File: src/acseq_defs.svh
// Register offsets, field positions, reset values and phase counts of the conversion sequencer.
`ifndef ACSEQ_DEFS_SVH
`define ACSEQ_DEFS_SVH

// ****************************************************************
// Register byte offsets
// ****************************************************************
`define ACSEQ_OFS_CTRL0       8'h00
`define ACSEQ_OFS_CTRL1       8'h04
`define ACSEQ_OFS_CTRL2       8'h08
`define ACSEQ_OFS_RES_HIGH    8'h0C
`define ACSEQ_OFS_RES_LOW     8'h10
`define ACSEQ_OFS_INT_STATUS  8'h14
`define ACSEQ_OFS_INT_MASK    8'h18
`define ACSEQ_OFS_INT_ENABLE  8'h1C

// ****************************************************************
// Field positions
// ****************************************************************
`define ACSEQ_C0_START        7
`define ACSEQ_C0_BUSY         6
`define ACSEQ_C0_POWER        5
`define ACSEQ_C0_FORMAT       4
`define ACSEQ_C0_CHAN_LSB     0
`define ACSEQ_C1_SRC_LSB      4
`define ACSEQ_C1_DIV_LSB      0
`define ACSEQ_C2_AMP_EN       5
`define ACSEQ_C2_AMP_IN       4
`define ACSEQ_C2_REF_LSB      0
`define ACSEQ_IE_GLOBAL       0
`define ACSEQ_IE_CONV         1
`define ACSEQ_IE_MULTI        2
`define ACSEQ_IS_DONE         0

// ****************************************************************
// Reset values and codes
// ****************************************************************
`define ACSEQ_RST_CTRL0       8'h00
`define ACSEQ_RST_CTRL1       8'h00
`define ACSEQ_RST_CTRL2       8'h00
`define ACSEQ_SRC_LDO         4'h8
`define ACSEQ_RESP_OKAY       2'h0
`define ACSEQ_RESP_SLVERR     2'h2

// ****************************************************************
// Phase lengths in converter clock cycles
// ****************************************************************
`define ACSEQ_SAMPLE_CYCLES   4'h4
`define ACSEQ_CONVERT_CYCLES  4'hC
`define ACSEQ_TOTAL_CYCLES    5'h10

`endif

File: src/acseq_pkg.sv
// Types shared by the conversion sequencer and its users.
package acseq_pkg;

	// Sequencer states, Gray coded along idle, sample, convert.
	typedef enum logic [1:0] {
		ACSEQ_IDLE    = 2'h0,
		ACSEQ_SAMPLE  = 2'h1,
		ACSEQ_CONVERT = 2'h3,
		ACSEQ_HOLD    = 2'h2
	} acseq_state_type;

	// Timing strobes towards the analog converter core.
	typedef struct packed {
		logic power;
		logic reset;
		logic sample;
		logic convert;
		logic tick;
	} acseq_core_ctrl_type;

	// Routing of inputs and reference around the core.
	typedef struct packed {
		logic [3:0] source;
		logic [3:0] channel;
		logic       ext_connect;
		logic [1:0] reference;
		logic       amp_enable;
		logic       amp_input;
		logic       divider_tap_select;
	} acseq_route_type;

endpackage

File: src/acseq_top.sv
// AXI4-Lite controlled sequencer for a 12-bit successive-approximation converter.
// Behaviour
// (RL1) Sample four converter clocks, then convert twelve.
// (RL2) Whole conversion lasts sixteen converter clocks.
// (RL3) Conversion runs in hardware, bus stays free.
// (RL4) Software pulses start high then low.
// (RL5) Busy flag high throughout conversion.
// (RL6) Completion clears busy, exposes result bytes.
// (RL7) Software sets divider before starting.
// (RL8) Internal source disconnects external channel path.
// (RL9) Software configures pin, then channel select.
// (RL10) Software picks reference, enables amplifier when needed.
// (RL11) Result byte layout follows format select.
// (RL12) Interrupt needs global, converter, multifunction enables.
// (RL13) Power enable low switches core off.
// (RL14) Twelve-bit result, full scale all ones.
// (RL15) Tap select low only for LDO source.
// (RL16) Divider selects system clock over power of two.
// (RL17) Source select decodes external/supply/amplifier/LDO.
// (RL18) Completion sets request flag regardless of enables.
// (RL19) Start high holds reset; falling edge launches.
//
// Local design decisions: the address map and register access over AXI4-Lite.
`timescale 1ns/100ps
`include "acseq_defs.svh"

module acseq_top #(
	parameter int RES_BITS = 12
) (
	input  wire logic                         clk_sys,
	input  wire logic                         reset,
	input  wire logic [7:0]                   s_axi_awaddr,
	input  wire logic                         s_axi_awvalid,
	output logic                              s_axi_awready,
	input  wire logic [31:0]                  s_axi_wdata,
	input  wire logic [3:0]                   s_axi_wstrb,
	input  wire logic                         s_axi_wvalid,
	output logic                              s_axi_wready,
	output logic [1:0]                        s_axi_bresp,
	output logic                              s_axi_bvalid,
	input  wire logic                         s_axi_bready,
	input  wire logic [7:0]                   s_axi_araddr,
	input  wire logic                         s_axi_arvalid,
	output logic                              s_axi_arready,
	output logic [31:0]                       s_axi_rdata,
	output logic [1:0]                        s_axi_rresp,
	output logic                              s_axi_rvalid,
	input  wire logic                         s_axi_rready,
	input  wire logic [RES_BITS-1:0]          core_result,
	output acseq_pkg::acseq_core_ctrl_type    core_ctrl,
	output acseq_pkg::acseq_route_type        route,
	output logic                              irq
);
	import acseq_pkg::*;

	// ****************************************************************
	// Register state
	// ****************************************************************
	logic [7:0]          ctrl0_q;
	logic [7:0]          ctrl1_q;
	logic [7:0]          ctrl2_q;
	logic [7:0]          res_high_q;
	logic [7:0]          res_low_q;
	logic                int_status_q;
	logic                int_mask_q;
	logic [2:0]          int_enable_q;
	logic                start_prev_q;
	acseq_state_type     state_q;
	logic [3:0]          phase_cnt_q;
	logic [6:0]          div_cnt_q;
	logic                busy_q;
	logic                done_q;
	logic                awready_q;
	logic                wready_q;
	logic                bvalid_q;
	logic [1:0]          bresp_q;
	logic                arready_q;
	logic                rvalid_q;
	logic [31:0]         rdata_q;
	logic [1:0]          rresp_q;
	logic [7:0]          aw_addr_q;
	logic [31:0]         w_data_q;
	logic                w_lane0_q;
	acseq_core_ctrl_type core_q;
	acseq_route_type     route_q;
	logic                irq_q;

	logic                start_bit;
	logic                power_bit;
	logic                format_bit;
	logic [2:0]          div_sel;
	logic [6:0]          div_mask;
	logic                tick;
	logic                wr_fire;
	logic                map_hit_w;
	logic                map_hit_r;
	logic                internal_src;

	assign start_bit  = ctrl0_q[`ACSEQ_C0_START];
	assign power_bit  = ctrl0_q[`ACSEQ_C0_POWER];
	assign format_bit = ctrl0_q[`ACSEQ_C0_FORMAT];
	assign div_sel    = ctrl1_q[`ACSEQ_C1_DIV_LSB +: 3];

	// ****************************************************************
	// Converter clock divider
	// ****************************************************************
	// Tick marks the last system clock of each converter clock period.
	assign div_mask = 7'((8'h01 << div_sel) - 8'h01); // RL16
	assign tick     = ((div_cnt_q | ~div_mask) == 7'h7F); // RL16

	// The divider restarts while start is held and until launch, so the first sample period is a full one.
	always_ff @(posedge clk_sys or posedge reset) begin
		if (reset) begin
			div_cnt_q <= 7'h00;
		end else if (start_bit || state_q == ACSEQ_IDLE || state_q == ACSEQ_HOLD) begin // RL16
			div_cnt_q <= 7'h00;
		end else begin
			div_cnt_q <= div_cnt_q + 7'h01;
		end
	end

	// ****************************************************************
	// Conversion sequencer
	// ****************************************************************
	// Runs on its own once launched; the bus keeps serving meanwhile.
	always_ff @(posedge clk_sys or posedge reset) begin
		if (reset) begin
			state_q      <= ACSEQ_IDLE;
			phase_cnt_q  <= 4'h0;
			busy_q       <= 1'b0;
			done_q       <= 1'b0;
			start_prev_q <= 1'b0;
		end else begin
			start_prev_q <= start_bit;
			done_q       <= 1'b0;
			if (!power_bit) begin
				// Powering down abandons any conversion in flight.
				state_q <= ACSEQ_IDLE; // RL13
				busy_q  <= 1'b0;
			end else if (start_bit) begin
				state_q     <= ACSEQ_HOLD; // RL19
				phase_cnt_q <= 4'h0;
				busy_q      <= 1'b0;
			end else begin
				case (state_q)
					ACSEQ_HOLD: begin
						if (start_prev_q) begin
							state_q     <= ACSEQ_SAMPLE; // RL19 RL3
							busy_q      <= 1'b1; // RL5
							phase_cnt_q <= 4'h0;
						end else begin
							state_q <= ACSEQ_IDLE;
						end
					end
					ACSEQ_SAMPLE: begin
						if (tick) begin
							if (phase_cnt_q == `ACSEQ_SAMPLE_CYCLES - 4'h1) begin
								state_q     <= ACSEQ_CONVERT; // RL1
								phase_cnt_q <= 4'h0;
							end else begin
								phase_cnt_q <= phase_cnt_q + 4'h1;
							end
						end
					end
					ACSEQ_CONVERT: begin
						if (tick) begin
							if (phase_cnt_q == `ACSEQ_CONVERT_CYCLES - 4'h1) begin
								state_q <= ACSEQ_IDLE; // RL2
								busy_q  <= 1'b0; // RL6
								done_q  <= 1'b1;
							end else begin
								phase_cnt_q <= phase_cnt_q + 4'h1;
							end
						end
					end
					default: begin
						state_q <= ACSEQ_IDLE;
					end
				endcase
			end
		end
	end

	// Result capture; the full-scale code is all ones across the twelve bits.
	always_ff @(posedge clk_sys or posedge reset) begin
		if (reset) begin
			res_high_q <= 8'h00;
			res_low_q  <= 8'h00;
		end else if (state_q == ACSEQ_CONVERT && tick && phase_cnt_q == `ACSEQ_CONVERT_CYCLES - 4'h1) begin
			if (format_bit) begin
				res_high_q <= {4'h0, core_result[11:8]}; // RL11 RL14
				res_low_q  <= core_result[7:0];
			end else begin
				res_high_q <= core_result[11:4]; // RL11 RL14
				res_low_q  <= {core_result[3:0], 4'h0};
			end
		end
	end

	// ****************************************************************
	// Core strobes and routing
	// ****************************************************************
	assign internal_src = !(route_q.source == 4'h0 || route_q.source == 4'h4 || route_q.source >= 4'hC);

	// All outputs towards the core are registered so no decode glitch reaches the analog side.
	always_ff @(posedge clk_sys or posedge reset) begin
		if (reset) begin
			core_q  <= '0;
			route_q <= '0;
		end else begin
			core_q.power   <= power_bit; // RL13
			core_q.reset   <= start_bit || !power_bit; // RL19
			core_q.sample  <= power_bit && state_q == ACSEQ_SAMPLE;
			core_q.convert <= power_bit && state_q == ACSEQ_CONVERT;
			core_q.tick    <= power_bit && tick;
			route_q.source    <= ctrl1_q[`ACSEQ_C1_SRC_LSB +: 4];
			route_q.channel   <= ctrl0_q[`ACSEQ_C0_CHAN_LSB +: 4];
			route_q.reference <= ctrl2_q[`ACSEQ_C2_REF_LSB +: 2];
			route_q.amp_enable <= ctrl2_q[`ACSEQ_C2_AMP_EN];
			route_q.amp_input  <= ctrl2_q[`ACSEQ_C2_AMP_IN];
			// Codes 0, 4 and C..F carry the external channel; all others are internal.
			route_q.ext_connect <= power_bit && (ctrl1_q[7:4] == 4'h0 || ctrl1_q[7:4] == 4'h4 ||
				ctrl1_q[7:4] >= 4'hC); // RL8 RL17
			route_q.divider_tap_select <= (ctrl1_q[7:4] != `ACSEQ_SRC_LDO); // RL15
		end
	end

	// ****************************************************************
	// Interrupt
	// ****************************************************************
	// The request flag sets on completion whatever the enables; a set beats a same-cycle clear.
	always_ff @(posedge clk_sys or posedge reset) begin
		if (reset) begin
			int_status_q <= 1'b0;
		end else if (done_q) begin
			int_status_q <= 1'b1; // RL18
		end else if (wr_fire && aw_addr_q == `ACSEQ_OFS_INT_STATUS && w_lane0_q && w_data_q[`ACSEQ_IS_DONE]) begin
			int_status_q <= 1'b0;
		end
	end

	always_ff @(posedge clk_sys or posedge reset) begin
		if (reset) begin
			irq_q <= 1'b0;
		end else begin
			irq_q <= int_status_q && int_mask_q && (&int_enable_q); // RL12
		end
	end

	// ****************************************************************
	// AXI4-Lite write channel
	// ****************************************************************
	// Address and data are taken in either order; the write fires once both are held.
	assign wr_fire   = !awready_q && !wready_q && !bvalid_q;
	assign map_hit_w = (aw_addr_q[1:0] == 2'h0) && (aw_addr_q <= `ACSEQ_OFS_INT_ENABLE);

	always_ff @(posedge clk_sys or posedge reset) begin
		if (reset) begin
			awready_q <= 1'b1;
			wready_q  <= 1'b1;
			bvalid_q  <= 1'b0;
			bresp_q   <= `ACSEQ_RESP_OKAY;
			aw_addr_q <= 8'h00;
			w_data_q  <= 32'h0000_0000;
			w_lane0_q <= 1'b0;
		end else begin
			if (awready_q && s_axi_awvalid) begin
				awready_q <= 1'b0;
				aw_addr_q <= s_axi_awaddr;
			end
			if (wready_q && s_axi_wvalid) begin
				wready_q  <= 1'b0;
				w_data_q  <= s_axi_wdata;
				w_lane0_q <= s_axi_wstrb[0];
			end
			if (wr_fire) begin
				bvalid_q <= 1'b1;
				bresp_q  <= map_hit_w ? `ACSEQ_RESP_OKAY : `ACSEQ_RESP_SLVERR;
			end
			if (bvalid_q && s_axi_bready) begin
				bvalid_q  <= 1'b0;
				awready_q <= 1'b1;
				wready_q  <= 1'b1;
			end
		end
	end

	// Control registers; only byte lane 0 carries data, busy is read-only.
	always_ff @(posedge clk_sys or posedge reset) begin
		if (reset) begin
			ctrl0_q      <= `ACSEQ_RST_CTRL0;
			ctrl1_q      <= `ACSEQ_RST_CTRL1;
			ctrl2_q      <= `ACSEQ_RST_CTRL2;
			int_mask_q   <= 1'b0;
			int_enable_q <= 3'h0;
		end else if (wr_fire && w_lane0_q) begin
			case (aw_addr_q)
				`ACSEQ_OFS_CTRL0:      ctrl0_q      <= w_data_q[7:0] & 8'hBF;
				`ACSEQ_OFS_CTRL1:      ctrl1_q      <= w_data_q[7:0] & 8'hF7;
				`ACSEQ_OFS_CTRL2:      ctrl2_q      <= w_data_q[7:0] & 8'h33;
				`ACSEQ_OFS_INT_MASK:   int_mask_q   <= w_data_q[`ACSEQ_IS_DONE];
				`ACSEQ_OFS_INT_ENABLE: int_enable_q <= w_data_q[2:0];
				default: begin
				end
			endcase
		end
	end

	// ****************************************************************
	// AXI4-Lite read channel
	// ****************************************************************
	assign map_hit_r = (s_axi_araddr[1:0] == 2'h0) && (s_axi_araddr <= `ACSEQ_OFS_INT_ENABLE);

	always_ff @(posedge clk_sys or posedge reset) begin
		if (reset) begin
			arready_q <= 1'b1;
			rvalid_q  <= 1'b0;
			rdata_q   <= 32'h0000_0000;
			rresp_q   <= `ACSEQ_RESP_OKAY;
		end else if (arready_q && s_axi_arvalid) begin
			arready_q <= 1'b0;
			rvalid_q  <= 1'b1;
			rresp_q   <= map_hit_r ? `ACSEQ_RESP_OKAY : `ACSEQ_RESP_SLVERR;
			case (s_axi_araddr)
				`ACSEQ_OFS_CTRL0:      rdata_q <= {24'h000000, ctrl0_q[7], busy_q, ctrl0_q[5:0]}; // RL5
				`ACSEQ_OFS_CTRL1:      rdata_q <= {24'h000000, ctrl1_q};
				`ACSEQ_OFS_CTRL2:      rdata_q <= {24'h000000, ctrl2_q};
				`ACSEQ_OFS_RES_HIGH:   rdata_q <= {24'h000000, res_high_q}; // RL6
				`ACSEQ_OFS_RES_LOW:    rdata_q <= {24'h000000, res_low_q};
				`ACSEQ_OFS_INT_STATUS: rdata_q <= {31'h00000000, int_status_q};
				`ACSEQ_OFS_INT_MASK:   rdata_q <= {31'h00000000, int_mask_q};
				`ACSEQ_OFS_INT_ENABLE: rdata_q <= {29'h00000000, int_enable_q};
				default:               rdata_q <= 32'h0000_0000;
			endcase
		end else if (rvalid_q && s_axi_rready) begin
			rvalid_q  <= 1'b0;
			arready_q <= 1'b1;
		end
	end

	assign s_axi_awready = awready_q;
	assign s_axi_wready  = wready_q;
	assign s_axi_bvalid  = bvalid_q;
	assign s_axi_bresp   = bresp_q;
	assign s_axi_arready = arready_q;
	assign s_axi_rvalid  = rvalid_q;
	assign s_axi_rdata   = rdata_q;
	assign s_axi_rresp   = rresp_q;
	assign core_ctrl     = core_q;
	assign route         = route_q;
	assign irq           = irq_q;

	// ****************************************************************
	// Assertions
	// ****************************************************************
	// Helper: converter ticks seen since launch, checked at completion.
	logic [4:0] tick_total_q;
	always_ff @(posedge clk_sys or posedge reset) begin
		if (reset) begin
			tick_total_q <= 5'h00;
		end else if (!busy_q) begin
			tick_total_q <= 5'h00;
		end else if (tick) begin
			tick_total_q <= tick_total_q + 5'h01;
		end
	end
endmodule

File: config.mk
export PLATFORM = sky130hd
export DESIGN_NAME = acseq_top
export DESIGN_NICKNAME = d
export VERILOG_FILES = /design/src/acseq_pkg.sv /design/src/acseq_top.sv
export VERILOG_INCLUDE_DIRS = /design/src
export SDC_FILE = /design/constraint.sdc
export NUM_CORES = 1
export LEC_CHECK = 0
export BUFFER_PORTS_ARGS = -buffer_cell sky130_fd_sc_hd__clkbuf_2
export CAP_MARGIN = 20
export CORE_MARGIN = 2
export CORE_UTILIZATION = 55
export DETAILED_ROUTE_END_ITERATION = 8
export PLACE_DENSITY = 0.84
export SLEW_MARGIN = 10
export SYNTH_ARGS = -nofsm -noshare
export SYNTH_HDL_FRONTEND = slang
export SYNTH_SLANG_ARGS = --single-unit
File: constraint.sdc
create_clock -name clk_sys -period 5.25 [get_ports clk_sys]
set_input_delay 0.2625 -clock clk_sys [delete_from_list [all_inputs] [get_ports clk_sys]]
set_output_delay 0.2625 -clock clk_sys [all_outputs]
set_load 0.02 [all_outputs]
==> impl_metrics.tcl <==
set metrics [dict create \
    htree_levels 3 \
    grtUsageTotal_pct 20.66 \
    cts_buffer_depth 2 \
    clk_transition_reported_paths_ns 0.10 \
    io_buffer_count 78 \
    hpwlAfterDp_mm 6.968 \
    fill_cells 677 \
    synth_warnings 0 \
    fin_total_pwr_mw 1.959 \
    cts_setup_buffers 0 \
    crit_family "simple AND/OR/NAND/NOR gates" \
    num_vias 3296 \
    rows 34 \
    num_io_pins 132 \
    finalWorstSetupSlack_ns 3.220 \
    hold_slack_ns 0.05305 \
    final_hold_viol_count 0 \
    rr_startpoint "state_q[1]$_DFFE_PP0P_" \
    grt_first_pass_wirelength_mm 15.72 \
    final_area_um2 5440 \
    rsz0062_at_grt "false" \
    ir_drop_v 0.0002585 \
    min_path_type "in -> reg" \
    placed_cell_area_um2 5254 \
    synth_edf_count 0 \
    gp_congestion 0.8710 \
    synthArstFlopShare_pct 100.0 \
    area_growth_pct 11.80 \
    cp.depth 7 \
    fp.dieArea_um2 9616 \
    wl_per_cell_um 15.77 \
    grt_pass1_vias 3285 \
    firstDrtPassIters 4 \
    power_leakage_nw 2.700 \
    synth_cells 416 \
    die_y_um 98.06 \
    fin_skew_ns 0.01342 \
    synth_ff_type "dfrtp_1" \
    n_antenna_cell 0 \
    fmax_mhz 492.6 \
    clock_latency_ns 0.37 \
    crit_top_cell "nor2_1" \
    cap_violations 0 \
    avgSynthCellArea_um2 11.70 \
    critPathCapture "phase_cnt_q[3]$_DFFE_PP0P_" \
    status "complete, no violations" \
    ant_nets 0 \
    finalMaxSlewViolations 0 \
    start_util_pct 56.35 \
    min_period_ns 2.030 \
    fin_setup_tns_ns 0 \
    netlist.area_leader.share_pct 53.48 \
    ctsResizeCount 0 \
    core_um2 8636 \
    ys_seq_area_share_pct 55.10 \
    crit_chain "inv_1 -> ha_1 -> nor2_1 -> or2_2 -> nor2_1 -> or3b_4 -> o31ai_2" \
    placed_cells 591 \
    numClockSinks 107 \
    drt-vias-per-instance 5.421 \
    slew_headroom_pct 52.06 \
    grt_antenna_before_repair 0 \
    arrival_ns 2.32 \
    cp_max_fo 6 \
    drcViolationCount 0 \
    synth_area_um2 4866 \
    reg2reg_slack_ns 3.22 \
    setup_viol 0 \
    timing.critical_path.from "state_q[1]$_DFFE_PP0P_" \
    finalCritPeriodShare_pct 38.67 \
    nNetsFinal 571 \
    r2r_cells 7 \
    layout-drive-gt1-share_pct 27.40 \
    start_kind "flop" \
    cts_buffers 9 \
    cp.required_ns 5.54 \
    cp_slowest_cell "dfrtp_1" \
    powerDensity_nw_per_um2 360.1 \
    root_buffer "clkbuf_8" \
    max_stage_delay_ns 0.43 \
    grt-ovfl-total 0 \
    wl_mm 9.588 \
    yosysTopAreaCell "dfrtp_1" \
    synthTopCellsByArea "dfrtp_1, mux2_2, mux2i_1" \
    post-route-util_pct 63.00 \
    r2r_end "phase_cnt_q[3]$_DFFE_PP0P_" \
    tightestPinTransition_ns 0.7190 \
    yosysUniqueCellTypes 60 \
    crit_type "reg -> reg" \
    crit_buf_inv 1 \
    cts_tree "built" \
    cts_hold_buffers 1 \
    fin_cells 608 \
    die_x_um 98.06 \
    end_kind "flop" \
    ys_ff_latch 107 \
    drtIter0Drc 190 \
    place_ws_ns 3.252 \
    grt_max_degree 56 \
]
-- worst min path at each step --
stage | startpoint | endpoint | slack [ns] | cells past startpoint
final | s_axi_awvalid | s_axi_awready$_DFFE_PP1P_ | 0.05 | 2
after global routing | s_axi_wvalid | s_axi_wready$_DFFE_PP1P_ | 0.05 | 2
after CTS | s_axi_awvalid | s_axi_awready$_DFFE_PP1P_ | 0.03 | 2
after detailed placement | reset | res_high_q[3]$_DFFE_PP0P_ | 0.40 | 2
after global placement | reset | s_axi_rdata[6]$_DFFE_PP0P_ | 0.39 | 2
after floorplan | s_axi_arvalid | s_axi_arready$_DFFE_PP1P_ | 0.32 | 1
-- area by class of cell --
| type | instances | area [um^2] | area share [%] |
|---|---|---|---|
| flip-flops and latches | 107 | 2681 | 49.29 |
| well taps | 108 | 135.1 | 2.484 |
| multi-input cells | 278 | 1962 | 36.06 |
| clock buffers | 14 | 162.7 | 2.990 |
| repair buffers | 81 | 415.4 | 7.636 |
| clock inverters | 2 | 13.76 | 0.2530 |
| inverters | 18 | 70.07 | 1.288 |
-- kinds of logic (layout without fill, tap and decap cells) --
kind of cell	after synthesis	in the layout	synth area share, %
AOI/OAI and AO/OA	69	69	8.846
and+or+nand+nor	111	111	12.68
buffers and inverters	56	115	6.505
muxes	62	62	14.61
adders and majority gates	5	5	1.286
other	1	26	0.07707
DFF	107	107	55.10
xor gates and xnor gates	5	5	0.8999
-- layer usage --
| layer | up-vias | wire, um | share of wire [%] | track usage [%] |
|---|---|---|---|---|
| li1 | 1558 | - | - | - |
| met1 | 1628 | 4352 | 45 | 27.57 |
| met2 | 104 | 4654 | 49 | 33.72 |
| met3 | 6 | 486 | 5.1 | 5.225 |
| met4 | 0 | 93 | 0.97 | 6.197 |
| met5 | - | 0 | 0 | 0 |
-- cells in the final DEF (no fill, tap or decap), types with 5 or more instances in the layout --
cell type,count
dfrtp_1,104
clkbuf_2,78
nor2_1,30
conb_1,26
o21ai_0,22
mux2i_1,20
nand2_1,19
mux2_2,19
inv_1,17
mux2_1,17
a21oi_1,16
nand3_1,11
clkbuf_8,11
nor3_1,8
nand2b_1,8
ha_1,5
-- synthesized netlist by cell type, types with 4 or more instances --
library cell / n
nand2_1: 19
nand4_1: 4
mux2_2: 19
nor2b_1: 4
inv_1: 18
o21ai_0: 22
mux2_4: 4
nand2b_1: 8
mux2_1: 17
ha_1: 5
clkbuf_1: 9
buf_4: 26
a21oi_1: 16
nor3_1: 8
nand3_1: 11
dfrtp_1: 104
mux2i_1: 20
nand3b_1: 4
xor2_1: 4
nor2_1: 30
o22ai_1: 4
-- state kept, by name, summed over array words and instances, names as in the netlist, 2 cells and up --
name / cells
w_data_q: 8
ctrl1_q: 7
int_enable_q: 3
res_low_q: 8
state_q: 2
s_axi_rdata: 8
route: 14
res_high_q: 8
phase_cnt_q: 4
aw_addr_q: 8
div_cnt_q: 7
core_ctrl: 5
ctrl0_q: 7
ctrl2_q: 4
-- worst reg2reg max path, cell delays in order (launching register included) --
cell	delay, ns
dfrtp_1	0.43
inv_1	0.09
ha_1	0.26
nor2_1	0.08
or2_2	0.30
nor2_1	0.17
or3b_4	0.42
o31ai_2	0.18
-- power breakdown --
group          switching, mW  internal [mW]  leakage (nW)
Clock                  0.264          0.200        0.0907
Sequential             0.140          0.966          1.34
Combinational          0.208          0.182          1.27
Total                  0.611           1.35          2.70
Power figures use the tool's default switching activity.
